==> config.mk <==
export PLATFORM = sky130hd
export DESIGN_NAME = pfsc_top
export DESIGN_NICKNAME = d
export VERILOG_FILES = /design/src/shared/pfsc_pkg.sv /design/src/pfsc_top.sv
export SDC_FILE = /design/constraint.sdc
export NUM_CORES = 1
export LEC_CHECK = 0
export ABC_AREA = 1
export ABC_CLOCK_PERIOD_IN_PS = 7940
export BUFFER_PORTS_ARGS = -buffer_cell sky130_fd_sc_hd__buf_2
export CAP_MARGIN = 20
export CORE_UTILIZATION = 35
export DETAILED_ROUTE_END_ITERATION = 6
export GPL_TIMING_DRIVEN = 0
export HOLD_SLACK_MARGIN = 0.12
export SLEW_MARGIN = 15
export SYNTH_ARGS = -nofsm -noshare
export SYNTH_HDL_FRONTEND = slang
export SYNTH_SLANG_ARGS = --single-unit
==> constraint.sdc <==
create_clock -name clk_i -period 7.94 [get_ports clk_i]
set_input_delay 1.191 -clock clk_i [delete_from_list [all_inputs] [get_ports clk_i]]
set_output_delay 1.191 -clock clk_i [all_outputs]
set_load 0.03 [all_outputs]
==> src/shared/pfsc_pkg.sv <==
// Shared constants and types for program flow and stack control
package pfsc_pkg;
  localparam int PC_W = 21;
  localparam int PM_DEPTH_BYTES = 32768;
  localparam int STK_DEPTH = 31;
  localparam int STK_PTR_W = 5;
  localparam logic [PC_W-1:0] PC_RST = 21'h000000;
  localparam logic [PC_W-1:0] VEC_HIGH = 21'h000008;
  localparam logic [PC_W-1:0] VEC_LOW = 21'h000018;
  localparam logic [15:0] NOP_WORD = 16'h0000;
  localparam logic [PC_W-1:0] PC_STEP = 21'h000002;

  // Shadowed core context
  typedef struct packed {
    logic [7:0] status;
    logic [7:0] working_register;
    logic [7:0] bank_select_register;
  } pfsc_ctx_s;

  // One decoded flow operation per instruction cycle
  typedef enum logic [2:0] {
    PFSC_OP_NEXT = 3'h0,
    PFSC_OP_CALL = 3'h1,
    PFSC_OP_RETURN = 3'h2,
    PFSC_OP_RETINT = 3'h3,
    PFSC_OP_RETLIT = 3'h4,
    PFSC_OP_ADDPCL = 3'h5,
    PFSC_OP_GOTO = 3'h6
  } pfsc_op_e;

  typedef struct packed {
    pfsc_op_e op;
    logic fast;
    logic [PC_W-1:0] target;
    logic [7:0] literal;
  } pfsc_cmd_s;

  typedef enum logic [1:0] {
    PFSC_RUN = 2'b00,
    PFSC_FAULT = 2'b01,
    PFSC_RESET = 2'b11
  } pfsc_state_e;
endpackage

==> src/pfsc_top.sv <==
// Program counter, return stack, fault reset and shadow register stack
`timescale 1ns/1ps
// Operation
// - The program counter is 21 bits wide and spans a 2-Mbyte byte space.
// - Fetches above implemented memory but inside 2 Mbytes return zero.
// - Instruction fetch has its own bus, apart from data memory.
// - With fault reset enabled, a stack fault sets its flag then resets.
// - With fault reset disabled, a stack fault only sets its flag.
// - Stack flags stay set until software or power-on reset clears them.
// - A one-entry shadow stack holds status, working and bank registers.
// - Every interrupt vector loads the shadow stack with current values.
// - A fast return from interrupt restores the shadowed values.
// - A high-priority entry during low-priority service overwrites it.
// - A fast call saves the context and a fast return restores it.
// - Adding the working register to the low PC byte advances the PC.
// - Return with literal loads the literal into working and pops.
module pfsc_top #(
  parameter int PM_BYTES = pfsc_pkg::PM_DEPTH_BYTES
) (
  // Clock, reset, enable
  input wire logic clk_i,
  input wire logic rst_i,
  input wire logic por_i,
  input wire logic ce_i,
  // Configuration and software flag clears
  input wire logic stack_fault_reset_enable_i,
  input wire logic clr_full_i,
  input wire logic clr_underflow_i,
  // Instruction flow
  input wire logic cmd_valid_i,
  input wire pfsc_pkg::pfsc_cmd_s cmd_i,
  input wire logic irq_take_i,
  input wire logic irq_high_i,
  input wire pfsc_pkg::pfsc_ctx_s ctx_i,
  // Program memory fetch bus
  output logic [pfsc_pkg::PC_W-1:0] fetch_addr_o,
  output logic fetch_req_o,
  input wire logic [15:0] fetch_data_i,
  output logic [15:0] instr_o,
  // Context write-back and status
  output logic ctx_load_o,
  output pfsc_pkg::pfsc_ctx_s ctx_o,
  output logic stack_full_flag_o,
  output logic stack_underflow_flag_o,
  output logic device_reset_o
);
  import pfsc_pkg::*;

  logic [PC_W-1:0] pc_r;
  logic [PC_W-1:0] pc_nxt;
  logic [PC_W-1:0] stk_mem [STK_DEPTH];
  logic [STK_PTR_W-1:0] sp_r;
  pfsc_ctx_s shadow_register_stack_r;
  pfsc_state_e state_r;
  logic full_ev;
  logic unf_ev;
  logic push;
  logic pop;
  logic fast_restore;
  logic [15:0] instr_r;
  logic load_r;
  pfsc_ctx_s ctx_r;

  function automatic logic in_memory(input logic [PC_W-1:0] a);
    in_memory = a < PC_W'(PM_BYTES);
  endfunction

  wire run = ce_i && state_r == PFSC_RUN;
  wire take = run && irq_take_i;
  wire exec = run && !irq_take_i && cmd_valid_i;

  // Pushes and pops
  always_comb begin
    push = take || (exec && cmd_i.op == PFSC_OP_CALL);
    pop = exec && (cmd_i.op == PFSC_OP_RETURN ||
                   cmd_i.op == PFSC_OP_RETINT ||
                   cmd_i.op == PFSC_OP_RETLIT);
    full_ev = push && sp_r == STK_PTR_W'(STK_DEPTH);
    unf_ev = pop && sp_r == '0;
    fast_restore = exec && cmd_i.fast &&
                   (cmd_i.op == PFSC_OP_RETURN ||
                    cmd_i.op == PFSC_OP_RETINT);
  end

  // Next program counter; byte addressed, one word per step
  always_comb begin
    pc_nxt = pc_r + PC_STEP;
    if (take) begin
      pc_nxt = irq_high_i ? VEC_HIGH : VEC_LOW;
    end else if (exec) begin
      case (cmd_i.op)
        PFSC_OP_CALL, PFSC_OP_GOTO: pc_nxt = cmd_i.target;
        PFSC_OP_RETURN, PFSC_OP_RETINT, PFSC_OP_RETLIT: begin
          // Underflowed pop returns to zero
          pc_nxt = unf_ev ? PC_RST : stk_mem[sp_r - 1'b1];
        end
        // Carry ripples upward; software keeps the offset even
        PFSC_OP_ADDPCL: pc_nxt = pc_r + PC_W'(ctx_i.working_register);
        default: pc_nxt = pc_r + PC_STEP;
      endcase
    end
  end

  always_ff @(posedge clk_i) begin
    if (rst_i || state_r == PFSC_RESET) begin
      pc_r <= PC_RST;
    end else if (run && (take || exec)) begin
      pc_r <= pc_nxt;
    end
  end

  // Return address stack; a full push is dropped
  always_ff @(posedge clk_i) begin
    if (rst_i || state_r == PFSC_RESET) begin
      sp_r <= '0;
    end else if (push && !full_ev) begin
      stk_mem[sp_r] <= take ? pc_r : pc_r + PC_STEP;
      sp_r <= sp_r + 1'b1;
    end else if (pop && !unf_ev) begin
      sp_r <= sp_r - 1'b1;
    end
  end

  // Flags survive every reset but power-on; set wins over clear
  always_ff @(posedge clk_i) begin
    if (por_i) begin
      stack_full_flag_o <= 1'b0;
      stack_underflow_flag_o <= 1'b0;
    end else if (ce_i) begin
      if (full_ev) begin
        stack_full_flag_o <= 1'b1;
      end else if (clr_full_i) begin
        stack_full_flag_o <= 1'b0;
      end
      if (unf_ev) begin
        stack_underflow_flag_o <= 1'b1;
      end else if (clr_underflow_i) begin
        stack_underflow_flag_o <= 1'b0;
      end
    end
  end

  // Fault sequencing: flag first, reset next cycle
  always_ff @(posedge clk_i) begin
    if (rst_i) begin
      state_r <= PFSC_RUN;
    end else if (ce_i) begin
      case (state_r)
        PFSC_RUN: begin
          if ((full_ev || unf_ev) && stack_fault_reset_enable_i) begin
            state_r <= PFSC_FAULT;
          end
        end
        PFSC_FAULT: state_r <= PFSC_RESET;
        PFSC_RESET: state_r <= PFSC_RUN;
        default: state_r <= PFSC_RUN;
      endcase
    end
  end

  always_comb begin
    device_reset_o = state_r == PFSC_RESET;
  end

  // Shadow stack has no software path; latest entry always wins
  always_ff @(posedge clk_i) begin
    if (rst_i) begin
      shadow_register_stack_r <= '0;
    end else if (take) begin
      shadow_register_stack_r <= ctx_i;
    end else if (exec && cmd_i.op == PFSC_OP_CALL && cmd_i.fast) begin
      shadow_register_stack_r <= ctx_i;
    end
  end

  // Context write-back to the core
  always_ff @(posedge clk_i) begin
    if (rst_i) begin
      load_r <= 1'b0;
      ctx_r <= '0;
    end else if (ce_i) begin
      load_r <= fast_restore || (exec && cmd_i.op == PFSC_OP_RETLIT);
      ctx_r <= ctx_i;
      if (fast_restore) begin
        ctx_r <= shadow_register_stack_r;
      end
      if (exec && cmd_i.op == PFSC_OP_RETLIT) begin
        ctx_r.working_register <= cmd_i.literal;
      end
    end
  end

  // Dedicated fetch bus, independent of data memory
  always_ff @(posedge clk_i) begin
    if (rst_i) begin
      instr_r <= NOP_WORD;
    end else if (ce_i) begin
      instr_r <= in_memory(pc_r) ? fetch_data_i : NOP_WORD;
    end
  end

  always_comb begin
    fetch_addr_o = pc_r;
    fetch_req_o = !rst_i && state_r == PFSC_RUN && in_memory(pc_r);
    instr_o = instr_r;
    ctx_load_o = load_r;
    ctx_o = ctx_r;
  end
endmodule
Yosys cells after proc, flatten, opt, wreduce, memory -nomap -nowiden. Memories as Yosys holds them, arrays and structs flattened. Cells that the tools add are included. W data, S select, Z words.

Add/subtract/negate cells: 4. $lt $le $gt $ge: 1. Eq/ne operators: 10. Muxes and demuxes: 22. Reductions and logical operators: 40.

Operators with widths (count): $mux W21 (4); $mux W24 (3); $pmux W21 S3 (1); $add A21 B2 Y21 const B (1); $add A21 B8 Y21 (1); $lt A21 B16 Y1 const B (1); $logic_and A1 B1 Y1 (18); $mux W16 (1); $mux W5 (3); $eq A3 B3 Y1 const B (3); $mux W8 (1); $reduce_bool A2 Y1 (4); $logic_or A1 B1 Y1 (7); $mux W1 (7); $eq A3 B2 Y1 const B (2); $reduce_and A2 Y1 (3); $add A5 B1 Y5 const B (1); $eq A5 B5 Y1 const B (1); $logic_not A5 Y1 (1); $sub A5 B1 Y5 const B (1); $logic_not A1 Y1 (4); $pmux W2 S2 (1); $eq A3 B1 Y1 const B (1); $reduce_or A3 Y1 (1); 6 further kinds (6).

Flip-flop bits (word level): 95. RAM bits: 651. Output and inout port bits: 66. Word-level logic and storage cells: 91. Memories kept: 1.

Memories: stk_mem (depth 31, width 21, read ports 1, clocked after memory_dff 0, wr ports 1, RTL line pfsc_top.sv:51) `logic [PC_W-1:0] stk_mem [STK_DEPTH];`.

Logic depth before layout (Yosys ltp).
Word-level depth: 12. Depth in mapped cells: 18. Gate-level depth less buffers: 14.

Worst setup path before layout. Ideal clock, no wire load.

Kind: input port to output port. Start: input port rst_i. End: output port fetch_req_o. Arrival time: 2.337 ns. Required time: 6.749 ns. Slack: 4.412 ns. Cell stages on the path: 2. Buffers on the path: 1. Path through: clkbuf_1 > nor4_1.

Cells in the longest elaborated chain, start to end: 3.

Ends and longest elaborated chain: from (decl) (RTL line pfsc_top.sv:22) `input wire logic rst_i,`; $logic_not A1 Y1 (RTL line pfsc_top.sv:204) `fetch_req_o = !rst_i && state_r == PFSC_RUN && in_memory(pc_r);`; $logic_and A1 B1 Y1 (2 in a row) (RTL line pfsc_top.sv:204); to (decl) (RTL line pfsc_top.sv:37) `output logic fetch_req_o,`.

Every way passes these cells.

Final worst setup path.
Start: register sp_r[0]. End: register pc_r[15] (netlist: fetch_addr_o[15]).

Cells in the longest elaborated chain, start to end: 6.

Ends and longest elaborated chain: from (decl) (RTL line pfsc_top.sv:52) `logic [STK_PTR_W-1:0] sp_r;`; from (signal assigned) (RTL line pfsc_top.sv:118) `sp_r <= sp_r + 1'b1;`; from (signal assigned) (RTL line pfsc_top.sv:120) `sp_r <= sp_r - 1'b1;`; $sub A5 B1 Y5 or $logic_not A5 Y1 (tied branches) (RTL line pfsc_top.sv:95, pfsc_top.sv:79); $mem_v2 Z31 W21 or $logic_and A1 B1 Y1 (tied branches); $mux W21 (*) (RTL line pfsc_top.sv:95) `pc_nxt = unf_ev ? PC_RST : stk_mem[sp_r - 1'b1];`; $pmux W21 S3 (*) (RTL line pfsc_top.sv:91) `case (cmd_i.op)`; $mux W21 (*) (RTL line pfsc_top.sv:90) `end else if (exec) begin`; $mux W21 (*) (RTL line pfsc_top.sv:88) `if (take) begin`; to (signal assigned) (RTL line pfsc_top.sv:108) `pc_r <= pc_nxt;`; to (decl) (RTL line pfsc_top.sv:49) `logic [PC_W-1:0] pc_r;`.

Every way passes the cells marked *; elsewhere a longest branch is shown, timed or not. A chain may end at the register's enable or synchronous reset.

==> results.cfg <==
[floorplanning]
dieArea_um2 = 92500
core_area_um2 = 90100
top_level_ports = 149
row_count = 110
initial_utilization = 0.354
die_h_um = 304
die_w_um = 304

[sta]
hold_violations = 0
fin_ws_ps = 3480
fin_crit_sh = 0.562
finalSetupViolations = 0
fin_crit_ps = 4460
tns_ps = 0
skew_ps = 20.6
rsz0062_at_grt = no
maxSlewHeadroom = 0.263
finalMaxSlewViolations = 0
worst_pin_slew_ps = 1110
max_freq_mhz = 224

[synthesis]
yosysTopAreaCell = edfxtp_1
synth_area_leaders = edfxtp_1, nand2_1, nand3_1, dfxtp_1, nor2_1
ys_ff_latch = 746
postSynthAreaPerCell_um2 = 10.4
ys.flop_type = edfxtp_1
synthCells = 3078
synth_cell_types = 43
async_reset_ff_frac = 0
synth_top_area_share = 0.612
synth_edf_count = 651
synth_nets = 3177
synth_area_um2 = 31900
yosys_warnings = 0
ys_seq_area_frac = 0.672

[clock_tree]
cts_tree = yes
clkSinkCount = 746
clk_pin_slew_ps = 60
htree_num_levels = 3
clock_tree.root_cell = clkbuf_16
cts_made_buffers = 77
post_cts.repair.setup_buffers = 0
post_cts_resized = 0
clock_latency_ps = 640
cts_buffer_depth = 3
ctsHoldBuffers = 0

[pwr]
p_leak_uw = 0.0142
p_total_uw = 9060
powerDensity_nw_per_um2 = 238
vdd_drop_max_mv = 0.153

[final_layout]
finish.instance_area_um2 = 38100
layout_common_cells = nand2_1, nand3_1, edfxtp_1
area_growth_syn_to_layout_pct = 19.3
drive_gt1_frac = 0.134
fin_nets = 3455
fin_cells = 4591
final_common_cell = nand2_1

[place]
place_ws_ps = 3570
port_buffers = 147
place_hpwl_um = 78200
post_dp_cell_area_um2 = 35700
dp.cells = 4450
gp_congestion = 0.957

[outcome]
status = completed

[drt]
drtPass1Iterations = 7
wire_per_inst_um = 24.3
drc = 0
drt_iter0_drc = 2991
routed_wl_um = 111000
ant_nets = 0
vias = 25100
vias_per_cell = 5.47

[critical_path]
start_kind = flip-flop
end_kind = flip-flop
r2r_slack_ps = 3480
critPathRequiredTime_ps = 8410
cp_max_fo = 12
cp_data_arrival_time_ps = 4930
critical_path_class = flip-flop to flip-flop

[global_route]
grt_max_degree = 35
track_usage = 0.236
grt_pass1_wl_um = 161000
grt_pass1_vias = 23700
grt_remaining_overflow = 0
grt_antenna_before_repair = 2

[flow_run]
maxCapViolations = 0

[hold_path]
hold_class = flip-flop to flip-flop
==> synthesized netlist by cell type (all sizes together) (4+ instances only) <==
cell,number
nand2,975
nand3,671
edfxtp,651
nor2,123
clkbuf,110
dfxtp,95
a21oi,89
inv,89
o21ai,88
buf,74
o211ai,26
or2,18
xor2,17
ha,15
nand4,10
a31oi,4
==> where the power goes <==
part / leakage [µW] / switching (µW) / total [µW] / internal, µW
clock: 0.00113 / 1540 / 3450 / 1910
sequential: 0.00659 / 25.2 / 4310 / 4290
combinational: 0.00643 / 974 / 1300 / 324
==> flip-flops by register name, summed over array words and instances (netlist names) <==
name	flops
stk_mem	651
ctx_o	24
shadow_register_stack_r	24
fetch_addr_o	21
instr_o	16
sp_r	5
state_r	2
ctx_load_o	1
stack_full_flag_o	1
stack_underflow_flag_o	1
==> routing by layer <==
layer	vias up	share of wire	routed length, µm	global-route usage
li1	11300	-	-	-
met1	12200	0.40	45100	0.316
met2	1388	0.46	51100	0.378
met3	248	0.094	10500	0.0409
met4	0	0.042	4720	0.102
met5	-	0	0	0
==> final cells by class <==
type	instances	area, µm²
fill	8440	52100
sequential	746	21500
multi-input combinational	2057	9810
clock buffer	103	2070
timing repair buffer	199	1900
tap	1176	1470
buffer	184	793
inverter	91	342
clock inverter	33	244
antenna	2	5.00
==> cells by family after synthesis <==
logic type / Yosys count / share of synthesized area
and+or+nand+nor: 1806 / 0.244
DFF: 746 / 0.672
buffers and inverters: 275 / 0.0355
AOI/OAI and AO/OA: 216 / 0.0375
xor gates and xnor gates: 19 / 0.00521
adders and majority gates: 16 / 0.00650
==> final timing paths <==
path / to / startpoint / cells past startpoint
min reg2reg: stack_full_flag_o / stack_full_flag_o / 2
max reg2reg: fetch_addr_o[15] / sp_r[0] / 17
max: fetch_addr_o[15] / sp_r[0] / 17
min: stack_full_flag_o / stack_full_flag_o / 2
==> metrics by stage <==
stage           util  hold WS, ps
2_1_floorplan      -          464
3_3_place_gp   0.379          445
3_5_place_dp   0.396          454
4_1_cts        0.422          463
5_1_grt        0.423          486
6_report       0.423          461
==> worst max-delay path, stage by stage, from the launching register on <==
cell and delay [ps]:
dfxtp_1 380, inv_1 170, buf_2 320, buf_2 300
buf_2 320, ha_1 190, buf_2 290, buf_2 420
clkbuf_1 720, nand3_1 230, nand3_1 170, nand2_1 60
nand2_1 50, nand3_1 80, nand3_1 320, nand3_1 120
nand2_1 80, a21oi_1 50
Note: power is estimated with default switching activity, not from simulation.
